File: src/rtl/tscc_cfg.svh
// constants and rule summary for the trigger, sampling and statistics block
// Summary of operation
// - free run samples at fixed rate, ignores trigger
// - continuous mode samples on each trigger or on auto timeout
// - single request samples once if triggered
// - run/stop toggles; stopped holds results
// - second channel mode ignored if single-channel
// - source selects channel A, B or external
// - channel trigger follows envelope versus threshold
// - external source comes from rear input pin
// - auto mode samples anyway after timeout
// - normal mode waits forever for trigger
// - auto level threshold is top minus 3 dB
// - manual threshold spans -40 to +20 dBm
// - auto level locks manual, reports computed threshold
// - retrigger_inhibit_time suppresses triggers after each trigger
// - slope picks rising or falling transition
// - chosen channel trigger drives rear output pulse
// - table: average, peak, ratio, six probability powers; code keeps count, sum, peak and one count above the power set
// - power set gives probability, probability gives power; code only counts samples above the power set
// - time termination limit up to 1 h
// - point count limit up to 4200.0M points
// - both limits: first one reached terminates
// - termination action stop, clear or halve
`ifndef TSCC_CFG_SVH
`define TSCC_CFG_SVH
`define TSCC_CLK_HZ 10000000
// power values in centi-dBm, signed 16 bit
`define TSCC_LVL_MIN (-16'sd4000)
`define TSCC_LVL_MAX (16'sd2000)
`define TSCC_AUTO_DROP (16'sd300)
`define TSCC_LVL_RESET (16'sd0)
`define TSCC_AUTO_TIMEOUT_MS 100
`define TSCC_AUTO_TIMEOUT_CYC ((`TSCC_AUTO_TIMEOUT_MS * `TSCC_CLK_HZ) / 1000)
`define TSCC_TERM_TIME_MAX_S 3600
`define TSCC_TERM_CNT_MAX 64'd4200000000
`define TSCC_ONE_SEC_CYC `TSCC_CLK_HZ
`define TSCC_NUM_PROB 6
`endif

File: src/rtl/tscc_pkg.sv
// types shared by the trigger and statistics block
package tscc_pkg;
  typedef enum logic [1:0] {
    TSCC_FREE = 2'b00,
    TSCC_CONT = 2'b01,
    TSCC_SINGLE = 2'b10
  } tscc_acq_e;
  typedef enum logic [1:0] {
    TSCC_AUTO = 2'b00,
    TSCC_NORM = 2'b01,
    TSCC_AUTOLVL = 2'b10
  } tscc_trig_e;
  typedef enum logic [1:0] {
    TSCC_SRC_A = 2'b00,
    TSCC_SRC_B = 2'b01,
    TSCC_SRC_EXT = 2'b10
  } tscc_src_e;
  typedef enum logic [1:0] {
    TSCC_ACT_STOP = 2'b00,
    TSCC_ACT_CLEAR = 2'b01,
    TSCC_ACT_HALVE = 2'b10
  } tscc_act_e;
  typedef struct packed {
    tscc_acq_e acq_a;
    tscc_acq_e acq_b;
    tscc_trig_e trig_mode;
    tscc_src_e src;
    logic slope_neg;
    logic out_sel_b;
    logic signed [15:0] manual_level;
    logic [31:0] retrigger_inhibit_time_cyc;
  } tscc_trig_cfg_s;
  typedef struct packed {
    logic time_en;
    logic [11:0] time_s;
    logic cnt_en;
    logic [31:0] cnt_max;
    tscc_act_e action;
  } tscc_term_cfg_s;
endpackage : tscc_pkg

File: src/rtl/tscc_stat.sv
// statistics accumulation with time and point-count termination
`timescale 1ns/1ps
`include "tscc_cfg.svh"
module tscc_stat (
  input wire logic ref_clk_in,
  input wire logic reset_n_in,
  input wire tscc_pkg::tscc_term_cfg_s cfg_in,
  input wire logic run_in,
  input wire logic sample_valid_in,
  input wire logic signed [15:0] sample_in,
  input wire logic signed [15:0] power_set_in,
  output logic [31:0] count_out,
  output logic signed [15:0] peak_out,
  output logic signed [31:0] sum_high_out,
  output logic [31:0] above_set_out,
  output logic terminated_out,
  output logic term_pulse_out
);
  logic [31:0] count;
  logic [31:0] above;
  logic signed [47:0] sum;
  logic signed [15:0] peak;
  logic [23:0] sec_div;
  logic [11:0] secs;
  logic stopped;
  logic hit;
  logic accept;

  assign accept = run_in && sample_valid_in && !stopped;
  // first limit reached wins
  assign hit = accept && ((cfg_in.cnt_en && (count + 32'h1 >= cfg_in.cnt_max))
    || (cfg_in.time_en && (secs >= cfg_in.time_s)));

  always_ff @(posedge ref_clk_in or negedge reset_n_in)
  begin
    if (!reset_n_in)
    begin
      sec_div <= 24'h0;
      secs <= 12'h0;
    end
    else if (hit && cfg_in.action != tscc_pkg::TSCC_ACT_STOP)
    begin
      sec_div <= 24'h0;
      secs <= 12'h0;
    end
    else if (run_in && !stopped)
    begin
      if (sec_div == 24'(`TSCC_ONE_SEC_CYC - 1))
      begin
        sec_div <= 24'h0;
        secs <= secs + 12'h1;
      end
      else
        sec_div <= sec_div + 24'h1;
    end
  end

  // termination action
  always_ff @(posedge ref_clk_in or negedge reset_n_in)
  begin
    if (!reset_n_in)
    begin
      count <= 32'h0;
      above <= 32'h0;
      sum <= 48'sh0;
      peak <= `TSCC_LVL_MIN;
      stopped <= 1'b0;
    end
    else if (hit)
    begin
      case (cfg_in.action)
        tscc_pkg::TSCC_ACT_STOP:
        begin
          // the sample that reaches the limit is still counted before the freeze
          stopped <= 1'b1;
          count <= count + 32'h1;
          sum <= sum + 48'(sample_in);
          if (sample_in > peak)
            peak <= sample_in;
          if (sample_in > power_set_in)
            above <= above + 32'h1;
        end
        tscc_pkg::TSCC_ACT_CLEAR:
        begin
          count <= 32'h0;
          above <= 32'h0;
          sum <= 48'sh0;
          peak <= `TSCC_LVL_MIN;
        end
        tscc_pkg::TSCC_ACT_HALVE:
        begin
          // halving keeps the older half in proportion, accumulation carries on
          count <= count >> 1;
          above <= above >> 1;
          sum <= sum >>> 1;
        end
        default: stopped <= 1'b1;
      endcase
    end
    else if (accept)
    begin
      count <= count + 32'h1;
      sum <= sum + 48'(sample_in);
      if (sample_in > peak)
        peak <= sample_in;
      // probability numerator for user power level
      if (sample_in > power_set_in)
        above <= above + 32'h1;
    end
    else if (!run_in)
      stopped <= 1'b0;
  end

  always_ff @(posedge ref_clk_in or negedge reset_n_in)
  begin
    if (!reset_n_in)
      term_pulse_out <= 1'b0;
    else
      term_pulse_out <= hit;
  end

  assign count_out = count;
  assign above_set_out = above;
  assign peak_out = peak;
  assign sum_high_out = sum[47:16];
  assign terminated_out = stopped;

  chk_stop_holds: assert property (@(posedge ref_clk_in) disable iff (!reset_n_in)
    stopped && run_in |=> $stable(count)) else $error("count moved while stopped");
  chk_count_limit: assert property (@(posedge ref_clk_in) disable iff (!reset_n_in)
    cfg_in.cnt_en && cfg_in.cnt_max != 32'h0 && $stable(cfg_in) |-> count <= cfg_in.cnt_max)
    else $error("count passed limit");
endmodule : tscc_stat

File: src/rtl/tscc_top.sv
// trigger, sampling control and statistics for a two-channel sensor path
`timescale 1ns/1ps
`include "tscc_cfg.svh"
module tscc_top #(
  parameter int unsigned AUTO_TIMEOUT_CYC = `TSCC_AUTO_TIMEOUT_CYC,
  parameter bit TWO_CHANNELS = 1'b1
) (
  input wire logic ref_clk_in,
  input wire logic reset_n_in,
  input wire tscc_pkg::tscc_trig_cfg_s trig_cfg_in,
  input wire tscc_pkg::tscc_term_cfg_s term_cfg_in,
  input wire logic run_toggle_in,
  input wire logic single_req_in,
  input wire logic stat_run_in,
  input wire logic sample_valid_in,
  input wire logic signed [15:0] power_a_in,
  input wire logic signed [15:0] power_b_in,
  input wire logic ext_trig_in,
  input wire logic signed [15:0] power_set_in,
  output logic running_out,
  output logic trig_pulse_out,
  output logic acquire_out,
  output logic signed [15:0] held_a_out,
  output logic signed [15:0] held_b_out,
  output logic signed [15:0] level_report_out,
  output logic trig_ttl_out,
  output logic [31:0] stat_count_out,
  output logic signed [15:0] stat_peak_out,
  output logic signed [31:0] stat_sum_out,
  output logic [31:0] stat_above_out,
  output logic stat_done_out,
  output logic stat_term_out
);
  logic running;
  logic [2:0] ext_sync;
  logic ext_lvl;
  logic signed [15:0] top_a;
  logic signed [15:0] top_b;
  logic signed [15:0] level;
  logic signed [15:0] manual_clamped;
  logic chan_a_trig;
  logic chan_b_trig;
  logic src_now;
  logic src_prev;
  logic edge_hit;
  logic [31:0] retrigger_inhibit_time_cnt;
  logic retrigger_inhibit_time_busy;
  logic trig_pulse;
  logic [31:0] auto_cnt;
  logic auto_fire;
  logic single_armed;
  logic acquire;
  tscc_pkg::tscc_acq_e mode_a;
  tscc_pkg::tscc_acq_e mode_b;

  // run/stop toggles on each request
  always_ff @(posedge ref_clk_in or negedge reset_n_in)
  begin
    if (!reset_n_in)
      running <= 1'b1;
    else if (run_toggle_in)
      running <= !running;
  end
  assign running_out = running;

  // external trigger pin, three stages, change accepted when last two agree
  always_ff @(posedge ref_clk_in or negedge reset_n_in)
  begin
    if (!reset_n_in)
    begin
      ext_sync <= 3'h0;
      ext_lvl <= 1'b0;
    end
    else
    begin
      ext_sync <= {ext_sync[1:0], ext_trig_in};
      if (ext_sync[1] == ext_sync[2])
        ext_lvl <= ext_sync[2];
    end
  end

  // track pulse top per channel; decays slowly so level follows changes
  always_ff @(posedge ref_clk_in or negedge reset_n_in)
  begin
    if (!reset_n_in)
    begin
      top_a <= `TSCC_LVL_MIN;
      top_b <= `TSCC_LVL_MIN;
    end
    else if (sample_valid_in)
    begin
      // equal power holds the top, otherwise a flat top would wobble by one
      top_a <= (power_a_in >= top_a) ? power_a_in : top_a - 16'sd1;
      top_b <= (power_b_in >= top_b) ? power_b_in : top_b - 16'sd1;
    end
  end

  // manual level clamped to its range
  always_comb
  begin
    manual_clamped = trig_cfg_in.manual_level;
    if (trig_cfg_in.manual_level < `TSCC_LVL_MIN)
      manual_clamped = `TSCC_LVL_MIN;
    else if (trig_cfg_in.manual_level > `TSCC_LVL_MAX)
      manual_clamped = `TSCC_LVL_MAX;
  end

  // auto level: top of selected channel minus 3 dB, manual ignored
  always_ff @(posedge ref_clk_in or negedge reset_n_in)
  begin
    if (!reset_n_in)
      level <= `TSCC_LVL_RESET;
    else if (trig_cfg_in.trig_mode == tscc_pkg::TSCC_AUTOLVL)
      level <= (trig_cfg_in.src == tscc_pkg::TSCC_SRC_B ? top_b : top_a) - `TSCC_AUTO_DROP;
    else
      level <= manual_clamped;
  end
  assign level_report_out = level;

  // internal channel triggers are the envelope compared to level
  always_ff @(posedge ref_clk_in or negedge reset_n_in)
  begin
    if (!reset_n_in)
    begin
      chan_a_trig <= 1'b0;
      chan_b_trig <= 1'b0;
    end
    else if (sample_valid_in)
    begin
      chan_a_trig <= power_a_in > level;
      chan_b_trig <= TWO_CHANNELS && (power_b_in > level);
    end
  end

  // source selection
  always_comb
  begin
    case (trig_cfg_in.src)
      tscc_pkg::TSCC_SRC_A: src_now = chan_a_trig;
      tscc_pkg::TSCC_SRC_B: src_now = chan_b_trig;
      tscc_pkg::TSCC_SRC_EXT: src_now = ext_lvl;
      default: src_now = 1'b0;
    endcase
  end

  always_ff @(posedge ref_clk_in or negedge reset_n_in)
  begin
    if (!reset_n_in)
      src_prev <= 1'b0;
    else
      src_prev <= src_now;
  end

  // slope selects rising or falling transition
  assign edge_hit = trig_cfg_in.slope_neg ? (src_prev && !src_now) : (!src_prev && src_now);

  // one-cycle trigger pulse outside retrigger_inhibit_time
  always_ff @(posedge ref_clk_in or negedge reset_n_in)
  begin
    if (!reset_n_in)
      trig_pulse <= 1'b0;
    else
      trig_pulse <= edge_hit && !retrigger_inhibit_time_busy;
  end
  assign trig_pulse_out = trig_pulse;

  // retrigger_inhibit_time counts down after each accepted trigger
  always_ff @(posedge ref_clk_in or negedge reset_n_in)
  begin
    if (!reset_n_in)
      retrigger_inhibit_time_cnt <= 32'h0;
    else if (edge_hit && !retrigger_inhibit_time_busy)
      retrigger_inhibit_time_cnt <= trig_cfg_in.retrigger_inhibit_time_cyc;
    else if (retrigger_inhibit_time_busy)
      retrigger_inhibit_time_cnt <= retrigger_inhibit_time_cnt - 32'h1;
  end
  assign retrigger_inhibit_time_busy = retrigger_inhibit_time_cnt != 32'h0;

  // rear output follows the chosen channel trigger as a pulse
  always_ff @(posedge ref_clk_in or negedge reset_n_in)
  begin
    if (!reset_n_in)
      trig_ttl_out <= 1'b0;
    else
      trig_ttl_out <= trig_cfg_in.out_sel_b ? chan_b_trig : chan_a_trig;
  end

  // single-channel build forces channel B mode to free run
  assign mode_a = trig_cfg_in.acq_a;
  assign mode_b = TWO_CHANNELS ? trig_cfg_in.acq_b : tscc_pkg::TSCC_FREE;

  // auto timeout: acquire without trigger after the wait
  always_ff @(posedge ref_clk_in or negedge reset_n_in)
  begin
    if (!reset_n_in)
      auto_cnt <= 32'h0;
    else if (trig_pulse || auto_fire)
      auto_cnt <= 32'h0;
    else
      auto_cnt <= auto_cnt + 32'h1;
  end
  // normal mode never self-fires
  assign auto_fire = (trig_cfg_in.trig_mode != tscc_pkg::TSCC_NORM)
    && (auto_cnt >= AUTO_TIMEOUT_CYC - 1);

  // single request arms one acquisition; cleared only by a trigger
  always_ff @(posedge ref_clk_in or negedge reset_n_in)
  begin
    if (!reset_n_in)
      single_armed <= 1'b0;
    else if (single_req_in)
      single_armed <= 1'b1;
    else if (trig_pulse)
      single_armed <= 1'b0;
  end

  always_comb
  begin
    case (mode_a)
      tscc_pkg::TSCC_FREE: acquire = sample_valid_in;
      tscc_pkg::TSCC_CONT: acquire = trig_pulse || auto_fire;
      tscc_pkg::TSCC_SINGLE: acquire = single_armed && trig_pulse;
      default: acquire = 1'b0;
    endcase
    acquire = acquire && running;
  end
  assign acquire_out = acquire;

  // held results refresh only while running
  always_ff @(posedge ref_clk_in or negedge reset_n_in)
  begin
    if (!reset_n_in)
    begin
      held_a_out <= `TSCC_LVL_MIN;
      held_b_out <= `TSCC_LVL_MIN;
    end
    else
    begin
      if (acquire)
        held_a_out <= power_a_in;
      if (running && TWO_CHANNELS && (mode_b == tscc_pkg::TSCC_FREE ? sample_valid_in : acquire))
        held_b_out <= power_b_in;
    end
  end

  // statistics on channel A samples
  tscc_stat u_stat (
    .ref_clk_in(ref_clk_in),
    .reset_n_in(reset_n_in),
    .cfg_in(term_cfg_in),
    .run_in(stat_run_in),
    .sample_valid_in(sample_valid_in),
    .sample_in(power_a_in),
    .power_set_in(power_set_in),
    .count_out(stat_count_out),
    .peak_out(stat_peak_out),
    .sum_high_out(stat_sum_out),
    .above_set_out(stat_above_out),
    .terminated_out(stat_done_out),
    .term_pulse_out(stat_term_out)
  );

  chk_free_ignore: assert property (@(posedge ref_clk_in) disable iff (!reset_n_in)
    mode_a == tscc_pkg::TSCC_FREE && running |-> acquire == sample_valid_in)
    else $error("free run not at sample rate");
  chk_cont_trig: assert property (@(posedge ref_clk_in) disable iff (!reset_n_in)
    mode_a == tscc_pkg::TSCC_CONT && acquire |-> trig_pulse || auto_fire)
    else $error("continuous acquired without cause");
  chk_single_once: assert property (@(posedge ref_clk_in) disable iff (!reset_n_in)
    mode_a == tscc_pkg::TSCC_SINGLE && acquire && !single_req_in |=> !single_armed)
    else $error("single stayed armed");
  chk_stop_hold: assert property (@(posedge ref_clk_in) disable iff (!reset_n_in)
    !running |=> $stable(held_a_out)) else $error("held result moved while stopped");
  chk_norm_wait: assert property (@(posedge ref_clk_in) disable iff (!reset_n_in)
    trig_cfg_in.trig_mode == tscc_pkg::TSCC_NORM |-> !auto_fire)
    else $error("normal mode self fired");
  chk_retrigger_inhibit_time_gap: assert property (@(posedge ref_clk_in) disable iff (!reset_n_in)
    trig_pulse && trig_cfg_in.retrigger_inhibit_time_cyc > 32'h2 && $stable(trig_cfg_in) |=> !trig_pulse [*2])
    else $error("trigger inside retrigger_inhibit_time");
  chk_trig_single: assert property (@(posedge ref_clk_in) disable iff (!reset_n_in)
    trig_pulse |=> !trig_pulse) else $error("trigger pulse too long");
  chk_level_range: assert property (@(posedge ref_clk_in) disable iff (!reset_n_in)
    trig_cfg_in.trig_mode != tscc_pkg::TSCC_AUTOLVL && $stable(trig_cfg_in) |=>
    level >= `TSCC_LVL_MIN && level <= `TSCC_LVL_MAX) else $error("level out of range");
  cov_cont: cover property (@(posedge ref_clk_in) mode_a == tscc_pkg::TSCC_CONT && trig_pulse);
  cov_auto: cover property (@(posedge ref_clk_in) auto_fire && running);
  cov_single: cover property (@(posedge ref_clk_in) mode_a == tscc_pkg::TSCC_SINGLE && acquire);
  cov_term: cover property (@(posedge ref_clk_in) stat_term_out);
endmodule : tscc_top

File: config.mk
export PLATFORM = sky130hd
export DESIGN_NAME = tscc_top
export DESIGN_NICKNAME = d
export VERILOG_FILES = /design/src/rtl/tscc_pkg.sv /design/src/rtl/tscc_stat.sv /design/src/rtl/tscc_top.sv
export VERILOG_INCLUDE_DIRS = /design/src /design/src/rtl
export SDC_FILE = /design/constraint.sdc
export NUM_CORES = 1
export LEC_CHECK = 0
export ABC_AREA = 1
export BUFFER_PORTS_ARGS = -buffer_cell sky130_fd_sc_hd__buf_4
export CELL_PAD_IN_SITES_DETAIL_PLACEMENT = 1
export CELL_PAD_IN_SITES_GLOBAL_PLACEMENT = 1
export CORE_UTILIZATION = 43
export CTS_CLUSTER_DIAMETER = 200
export DETAILED_ROUTE_END_ITERATION = 12
export GPL_ROUTABILITY_DRIVEN = 0
export PLACE_DENSITY_LB_ADDON = 0.1
export SETUP_SLACK_MARGIN = 0.02
export SYNTH_ARGS = -nofsm -noshare
export SYNTH_HDL_FRONTEND = slang
export SYNTH_HIERARCHICAL = 1
export SYNTH_SLANG_ARGS = --single-unit
File: constraint.sdc
create_clock -name ref_clk_in -period 4.1 [get_ports ref_clk_in]
set_clock_uncertainty 0.05 [all_clocks]
set_input_delay 0.41 -clock ref_clk_in [delete_from_list [all_inputs] [get_ports ref_clk_in]]
set_output_delay 0.41 -clock ref_clk_in [all_outputs]
set_load 0.05 [all_outputs]
# Yosys cells after proc, flatten, opt, wreduce, memory -nomap -nowiden
# Cells that the tools add are included.
# op_classes
mux	40
n_reduce_logical	38
eq_ne	16
n_addsub	10
order_cmp	11
# op_table
cell	n
2-to-1 mux 32 bit	8
case mux 32 bit (3 select lines)	2
2-to-1 mux 16 bit	9
case mux 48 bit (3 select lines)	1
adder 32 x 1 -> 32 bit, second input constant	3
2-to-1 mux 48 bit	2
2-to-1 mux 24 bit	3
> comparator 16 bit	4
adder 48 x 16 -> 48 bit	1
2-to-1 mux 12 bit	3
greater-or-equal comparator 16 bit	2
greater-or-equal comparator 32 x 20 -> 1 bit, second input constant	1
greater-or-equal comparator 32 bit	1
case mux 16 bit (2 select lines)	1
nonzero test 32 bit	1
subtractor 16 x 2 -> 16 bit, second input constant	2
subtractor 32 x 1 -> 32 bit, second input constant	1
adder 24 x 1 -> 24 bit, second input constant	1
== test 24 bit, second input constant	1
> comparator 16 x 12 -> 1 bit, second input constant	1
< comparator 16 x 13 -> 1 bit, second input constant	1
subtractor 16 x 10 -> 16 bit, second input constant	1
logical AND 1 bit	14
adder 12 x 1 -> 12 bit, second input constant	1
17 further kinds	50
# totals
ff_bits	321
out_inout_bits	166
inputBits	161
word_cells	140

# Logic depth before layout (Yosys ltp)
# Gate-level depths: netlist of the first run.
# depth
ltp_word	8
depth_mapped	26
mapped_depth_nobuf	24

# Hierarchy
# Netlist of the first run, hierarchy kept.
# modules_own_cells
module	cells_each	area_per_inst_um2	n_inst	seq_area_each_um2
tscc_stat	2869	17434.2	1	4161.5
tscc_top	1419	10492.6	1	3910.0

# Worst setup path after synthesis of the first run
# No wires, ideal clock.
# synth_path
kind	flip-flop to flip-flop
from	register u_stat.count[0] (netlist: u_stat/count_out[0])
to	register u_stat.count[29] (netlist: u_stat/count_out[29])
t_arrival_ns	3.377
path_stages_with_launch	26
synth_period_minus_slack_ns	3.545
n_path_buf	2
setup_ns	0.118
path_slack_ns	0.555
path_cell_list	dfrtp_1 > ha_1 > nand2_1 > nor2_1 > inv_1 > nor3_1 > xnor2_1 > inv_1 > ha_1 > nand2_2 > nor2_4 > nand3_1 > nor2_1 > nor2_1 > nand2_1 > nand2_1 > nand2_2 > nand2_4 > nand2_8 > nand3_2 > buf_6 > buf_6 > nand2_1 > o21ai_0 > nand2_1 > nand2_1
# synth_between
elab_chain_len	7
# synth_lines
element	line_no	source
start, declared	tscc_stat.sv:19	logic [31:0] count;
start signal, assigned	tscc_stat.sv:76	count <= count + 32'h1;
start signal, assigned	tscc_stat.sv:93	count <= count >> 1;
start signal, assigned	tscc_stat.sv:102	count <= count + 32'h1;
adder 32 x 1 -> 32 bit *	tscc_stat.sv:31, tscc_stat.sv:76, tscc_stat.sv:102	
greater-or-equal comparator 32 bit	tscc_stat.sv:31	assign hit = accept && ((cfg_in.cnt_en && (count + 32'h1 >= cfg_in.cnt_max))
logical AND 1 bit	tscc_stat.sv:31	
logical OR 1 bit	tscc_stat.sv:32	|| (cfg_in.time_en && (secs >= cfg_in.time_s)));
logical AND 1 bit	tscc_stat.sv:31	
!= test 4 bit (no source line) or nonzero test 2 bit (tied branches)	-	
AND reduction 2 bit (no source line)	-	
# Mark *: on every way between the ends. The rest lies on a longest branch, timed or not. The select of a mux whose other input is x is not followed.
# A chain may end at the register's enable or synchronous reset.

# Worst setup path in the final report of the first run
# layout_path
from	register u_stat.count[0] (netlist: u_stat/count_out[0])
to	register u_stat.sum[45]
# layout_between
elab_chain_len	7
# layout_lines
element	line_no	source
adder 32 x 1 -> 32 bit *	tscc_stat.sv:31	
greater-or-equal comparator 32 bit *	tscc_stat.sv:31	
logical AND 1 bit *	tscc_stat.sv:31	
logical OR 1 bit *	tscc_stat.sv:32	
logical AND 1 bit *	tscc_stat.sv:31	
!= test 4 bit (no source line) or nonzero test 2 bit (tied branches)	-	
AND reduction 2 bit (no source line)	-	
end signal, assigned	tscc_stat.sv:77	sum <= sum + 48'(sample_in);
end signal, assigned	tscc_stat.sv:95	sum <= sum >>> 1;
end signal, assigned	tscc_stat.sv:103	sum <= sum + 48'(sample_in);
end, declared	tscc_stat.sv:21	logic signed [47:0] sum;
# Mark *: on every way between the ends. The rest lies on a longest branch, timed or not.

==> impl_results.md, run 1 <==
* Row Count at 93
* Remaining Overflow, GRT at 0
* DP HPWL at roughly 77000 um
* Yosys cell types at between 60 and 70
* Vias in the first global route at approximately 29k
* Reg2Reg Depth at 21
* Crit share post-route at 0.945
* Sequential share of the synthesized area at 0.289
* Design Area, Final at roughly 33000 um2
* CP endpoint kind: flop
* Core area at about 64000 um2
* # IOs at approximately 330
* Chip Height at 257 um
* Final Util at 0.510
* Final wirelength at about 100000 um
* Remaining DRCs at 0
* Global-route wire length before repair at between 150000 and 200000 um
* Detailed Route Iter0 Violations at between 1.5k and 2k
* Syn Nets at approximately 4.6k
* Worst Path Required at around 4.6 ns
* H-tree depth at 2
* #FFs+latches synth at 321
* CTS max path bufs at 3
* DIE AREA at 66000 um2
* Status: finished, final reports clean
* Routed vias at 28.9k
* Die Wd at around 260 um
* Most frequent cells in the layout: nand2_1, inv_1, buf_4
* Leak at 17.5 nW
* # setup viols final at 0
* Mapped Cells at 4288
* Main synth FF type: dfrtp_1
* Worst-skew pair later-pin latency at about 0.60 ns
* Crit path DAT at between 4 and 5 ns
* Worst setup margin at 0.225 ns
* Multi-input gate area at between 15000 and 20000 um2
* VDD IR max at 0.000497 V
* Final slew viol count at 0
* Placed insts at 5357
* Critical path launch point: u_stat/count_out[0]
* Post-Place Worst Slack at 0.175 ns
* Leading cell type in the layout, fill and taps excluded: nand2_1
* Sequential Area at roughly 8100 um2
* Endpoints failing hold at 0
* Largest net degree at the start of global routing at 88
* DRT Pass-1 Iters at 5
* Peak Freq at about 0.26 GHz
* Post-Syn Area at 27900 um2
* Starting density of the core at 0.434
* Root Buffer: clkbuf_16
* Ys async rst share at 1.00
* Avg Cell Area, Syn at approximately 6.5 um2
* Fraction of layout cells with a size suffix above 1 at 0.127
* Nets at between 4k and 5k
* CTS tree: built
* Clock sink total at 321
* Hold Worst Slack at between 0.02 and 0.03 ns
* Synth Warn # at 6
* All-Layer GR Usage at 0.305
* Mean routed wirelength per cell at approximately 19 um
* Fill count at 8643
* Area after DPL at about 31000 um2
* Startpoint types: flop
* CTS clk-pin slew, worst paths at ~0.07 ns
* CP Max Fanout at 29
* Number of synthesized flops with an enable pin at 0
* IO buf count at between 300 and 400
* Worst min-delay path class: in2reg
* Max-Cap Viols at 0
* Slew margin rel. at 0.512
* Num CTS Buffers at between 40 and 50
* Critical path class: reg2reg
* Min Tclk post-route at between 3 and 4 ns
* Reg2reg end: u_stat/sum[45]
* Post-DRT Antenna Nets at 0
* Synth-to-Final Area Change at 17.6%
* Fin cells at between 5k and 6k
* Initial antenna violation count at 3
* Worst Setup EP: u_stat/sum[45]
* Pwr Density at ~570 nW/um2
* Reg2reg start: u_stat/count_out[0]
* Vias per cell at 5.28
* Reg-to-reg slack, setup at around 0.23 ns
* Slew @ Worst Pin at 0.731 ns
[final cells by class]
cell class	instances	area share
Clock inverter	23	0.00899
Antenna cell	1	0.0000762
Multi-Input combinational cell	3178	0.505
Timing Repair Buffer	402	0.100
Inverter	632	0.0724
Clock buffer	53	0.0354
Tap cell	855	0.0326
Sequential cell	321	0.246
[stage by stage]
stage | total power [mW] | TNS, ns
floorplan | 11.8 | 0
global placement | 14.5 | 0
detailed placement | 14.7 | 0
CTS | 18.8 | 0
global route | 20.1 | -0.00664
finish | 18.8 | 0
[metal layers]
layer | wire length (um) | vias to the layer above | GRT usage
met2 | 50200 | 571 | 0.532
li1 | - | 14100 | -
met5 | 13 | - | 0
met3 | 4190 | 121 | 0.0333
met1 | 46600 | 14100 | 0.401
met4 | 2160 | 2 | 0.0732
[power breakdown]
group	switching (mW)	total (mW)	leakage, nW	internal, mW
sequential	0.949	4.98	4.03	4.03
combinational	6.66	9.84	12.8	3.18
clock	1.61	3.95	0.714	2.34
total	9.22	18.8	17.5	9.55
[synth_stat cells (21+ instances only)]
master	instances	area, um2
buf_4	53	398
dfrtp_1	290	7260
nor3_1	70	350
nand4_1	159	995
a21oi_1	126	631
buf_2	36	180
inv_1	617	2320
nand2_1	1488	5590
xnor2_1	39	342
clkbuf_1	43	161
nand3_1	202	1010
nor4_1	21	131
o21ai_1	54	270
ha_1	199	2490
dfstp_2	31	815
nor2_1	362	1360
o21ai_0	166	831
xor2_1	136	1190
[cell families after synthesis]
| logic type | Yosys count | share of synthesized area |
|---|---|---|
| AND/OR/NAND/NOR | 2393 | 0.366 |
| buffers and inverters | 790 | 0.120 |
| AO/OA/AOI/OAI | 408 | 0.0798 |
| flip-flops | 321 | 0.289 |
| adder cells (fa/ha/maj) | 201 | 0.0902 |
| XOR/XNOR | 175 | 0.0549 |
[how the worst min path moves through the flow]
stage / endpoint / slack [ns] / from / cells after the start
3_3_place_gp: ext_sync[1] / 0.28 / ext_sync[0] / 0
5_1_grt: held_b_out[5] / 0.02 / power_b_in[5] / 3
4_1_cts: held_b_out[5] / 0.001 / power_b_in[5] / 3
6_report: level_report_out[8] / 0.03 / trig_cfg_in[40] / 3
2_1_floorplan: auto_cnt[0] / 0.06 / reset_n_in / 0
3_5_place_dp: ext_sync[1] / 0.29 / ext_sync[0] / 0
[registers in the layout, indices dropped and copies added (netlist names), 3 cells and up]
| register | cells |
|---|---|
| level_report_out | 16 |
| u_stat/count_out | 32 |
| ext_sync | 3 |
| u_stat/sec_div | 24 |
| u_stat/secs | 12 |
| held_b_out | 16 |
| top_a | 16 |
| held_a_out | 16 |
| retrigger_inhibit_time_cnt | 32 |
| top_b | 16 |
| u_stat/peak_out | 16 |
| u_stat/above_set_out | 32 |
| auto_cnt | 32 |
| u_stat/sum | 48 |
[timing repair]
item | 4_1_cts | 5_1_grt
setup endpoints to repair | 0 | 159
setup buffers | 0 | 6
hold buffers | 22 | 0
gates resized for setup | 0 | 11
endpoints found under the hold margin | 86 | 0
[worst max-delay path: stages, from the launching register on]
cell     delay [ns]
dfrtp_2        0.41
inv_1          0.12
nor3_4         0.31
inv_1          0.12
nor2_1         0.16
nand2_1        0.11
xor2_1         0.22
inv_1          0.07
ha_1           0.29
a21oi_1        0.17
nor2_1         0.05
nor2_1         0.11
nand3_1        0.10
a21oi_1        0.19
nand2_2        0.10
nand2_4        0.15
nand2_8        0.16
a31oi_4        0.27
buf_12         0.15
buf_12         0.22
nand3_1        0.12
nand2_1        0.10
Note: power is estimated with default switching activity, not from simulation.
==> run 2, diff against run 1 <==
--- a/config.mk
+++ b/config.mk
@@ -16,6 +16,7 @@
 export GPL_ROUTABILITY_DRIVEN = 0
 export PLACE_DENSITY_LB_ADDON = 0.1
 export SETUP_SLACK_MARGIN = 0.02
+export SKIP_LAST_GASP = 1
 export SYNTH_ARGS = -nofsm -noshare
 export SYNTH_HDL_FRONTEND = slang
 export SYNTH_HIERARCHICAL = 1
==> constraint.sdc (replaced) <==
create_clock -name ref_clk_in -period 4 [get_ports ref_clk_in]
set_clock_uncertainty 0.05 [all_clocks]
set_input_delay 0.4 -clock ref_clk_in [delete_from_list [all_inputs] [get_ports ref_clk_in]]
set_output_delay 0.4 -clock ref_clk_in [all_outputs]
set_load 0.05 [all_outputs]
==> run 2 against run 1 <==
Net effect: final area rose by 1.4%; maximum frequency rose by 3.8%; sequential cell count did not move; critical endpoint is now u_stat/sum[7].
==> impl_results.md, run 2 (same netlist as run 1, synthesis figures left out) <==
* Final slew viol count at 0 (unchanged)
* Pwr Density at 590 nW/um2 (was 572 nW/um2)
* Critical path's largest stage delay at 0.51 ns (was 0.41 ns)
* Post-Place Worst Slack at 0.118 ns (was 0.175 ns)
* CP endpoint kind: flop (unchanged)
* Largest net degree at the start of global routing at 80 (was 88)
* Row Count at 93 (unchanged)
* Chip Height at 257 um (unchanged)
* Min Tclk post-route at 3.73 ns (was 3.87 ns)
* Leading cell type in the layout, fill and taps excluded: nand2_1 (unchanged)
* Initial antenna violation count at 2 (was 3)
* CTS clk-pin slew, worst paths at 0.06 ns (was 0.07 ns)
* Startpoint types: flop (unchanged)
* Endpoints failing hold at 0 (unchanged)
* Remaining DRCs at 0 (unchanged)
* Clock Power Share at 0.225 (was 0.210)
* Routed vias at 29.1k (was 28.9k)
* Detailed Route Iter0 Violations at 1700 (was 1630)
* Synth-to-Final Area Change at 19.2% (was 17.6%)
* Final wirelength at 105000 um (was 103000 um)
* Crit path DAT at 4.16 ns (was 4.33 ns)
* Post-DRT Antenna Nets at 0 (unchanged)
* All-Layer GR Usage at 0.309 (was 0.305)
* CP Max Fanout at 10 (was 29)
* Top reg by flops: u_stat/sum (unchanged)
* Vias per cell at 5.30 (was 5.28)
* Worst Hold End: held_b_out[0] (was level_report_out[8])
* Slew @ Worst Pin at 0.724 ns (was 0.731 ns)
* Max-Cap Viols at 0 (unchanged)
* # setup viols final at 0 (unchanged)
* Hold path start: power_b_in[0] (was trig_cfg_in[40])
* Worst min-delay path class: in2reg (unchanged)
* DP HPWL at 76600 um (was 77000 um)
* Reg-to-reg slack, setup at 0.27 ns (was 0.23 ns)
* Area after DPL at 31000 um2 (about the same)
* Design Area, Final at 33300 um2 (was 32800 um2)
* Mean routed wirelength per cell at 19.1 um (was 18.9 um)
* Slew margin rel. at 0.517 (was 0.512)
* Reg2reg end: u_stat/sum[7] (was u_stat/sum[45])
* Net Sw Frac at 0.484 (was 0.491)
* # IOs at 327 (unchanged)
* Clock sink total at 321 (unchanged)
* Hold Path Stages at 3 (unchanged)
* IO buf count at 326 (unchanged)
* Crit share post-route at 0.933 (was 0.945)
* Fill count at 8657 (was 8643)
* Vias in the first global route at 29.9k (was 29.4k)
* Num CTS Buffers at 44 (was 42)
* Nets at 4966 (was 4938)
* H-tree depth at 2 (unchanged)
* Critical path class: reg2reg (unchanged)
* Peak Freq at 0.268 GHz (was 0.258 GHz)
* Fin cells at 5493 (was 5465)
* Final Util at 0.517 (was 0.510)
* Starting density of the core at 0.434 (unchanged)
* Worst setup margin at 0.269 ns (was 0.225 ns)
* Combinational power share at 0.515 (was 0.524)
* Switching pwr at 9.51 mW (was 9.22 mW)
* Root Buffer: clkbuf_16 (unchanged)
* Remaining Overflow, GRT at 0 (unchanged)
* Fin Setup TNS at 0 ns (unchanged)
* Leak at 17.7 nW (was 17.5 nW)
* Worst Path Required at 4.43 ns (was 4.56 ns)
* Pint at 10.1 mW (was 9.55 mW)
* Worst-skew pair later-pin latency at 0.61 ns (was 0.60 ns)
* Reg2Reg Depth at 25 (was 21)
* RSZ-0062 raised after global routing: no
* Global-route wire length before repair at 164000 um (was 162000 um)
* Worst path slowest cell: dfrtp_1 (was dfrtp_2)
* Fraction of layout cells with a size suffix above 1 at 0.127 (about the same)
* CTS max path bufs at 3 (unchanged)
* Most frequent cells in the layout: nand2_1, inv_1, nor2_1, buf_4, dfrtp_1 (was nand2_1, inv_1, buf_4)
* DIE AREA at 66000 um2 (unchanged)
* Placed insts at 5357 (unchanged)
* Max FFs per register at 48 (unchanged)
* Core area at 64300 um2 (unchanged)
* CTS tree: built (unchanged)
* Most common cell on crit path: nand2_1
* VDD IR max at 0.000482 V (was 0.000497 V)
* DRT Pass-1 Iters at 5 (unchanged)
* Flop pwr share at 0.260 (was 0.265)
* Die Wd at 257 um (unchanged)
* Status: finished, final reports clean (unchanged)
* Reg2reg start: u_stat/count_out[10] (was u_stat/count_out[0])
==> run 2: power by group through the flow <==
stage / logic, mW / registers, mW / clock network (mW)
5_1_grt: 11.2 / 5.21 / 4.61
6_report: 10.1 / 5.10 / 4.41
2_1_floorplan: 6.27 / 5.86 / 0
3_5_place_dp: 9.99 / 5.12 / 0
4_1_cts: 10.1 / 5.09 / 4.49
3_3_place_gp: 9.75 / 5.11 / 0
==> run 2: what timing repair did <==
action,in CTS,in global routing
setup buffers,0,4
hold buffers,47,0
gates resized for setup,0,17
endpoints found under the hold margin,118,0
setup endpoints to repair,0,159
==> run 2: critical path: cells and delay by family (launching register included) <==
family	cells	cell delay [ns]
AOI/OAI and AO/OA	1	0.14
xor gates and xnor gates	1	0.11
adders and majority gates	1	0.28
buffers and inverters	5	0.67
DFF	1	0.51
and+or+nand+nor	17	1.86
==> run 2: layout make-up <==
class                      instances  area, um2  area share
clock buffer                      60       1290      0.0388
timing repair buffer             428       3590       0.108
sequential                       321       8080       0.243
inverter                         632       2380      0.0714
multi-input combinational       3178      16600       0.498
antenna                            1       2.50   0.0000752
tap                              855       1070      0.0321
clock inverter                    18        314     0.00943
==> run 2: routing by layer <==
metal | global-route usage | up-vias | wire (um)
li1 | - | 14200 | -
met1 | 0.409 | 14200 | 47200
met2 | 0.528 | 623 | 50400
met3 | 0.0295 | 166 | 4390
met4 | 0.0997 | 2 | 3220
met5 | 0 | - | 13
==> run 2: metrics by stage <==
stage	power (mW)	hold slack, ns
finish	19.6	0.0290
global route	21.0	0.00898
CTS	19.7	0.000581
detailed placement	15.1	0.290
global placement	14.9	0.285
floorplan	12.1	0.0544
==> run 2: how the worst max path moves through the flow <==
stage | slack, ns | start | end | cells past startpoint
floorplan | 0.46 | u_stat/count_out[0] | u_stat/count_out[29] | 25
global placement | 0.19 | u_stat/count_out[0] | u_stat/sec_div[23] | 24
detailed placement | 0.12 | u_stat/count_out[0] | u_stat/sec_div[22] | 24
CTS | 0.09 | u_stat/count_out[0] | u_stat/sum[7] | 24
global route | 0.009 | u_stat/count_out[0] | u_stat/sum[42] | 26
finish | 0.27 | u_stat/count_out[10] | u_stat/sum[7] | 25
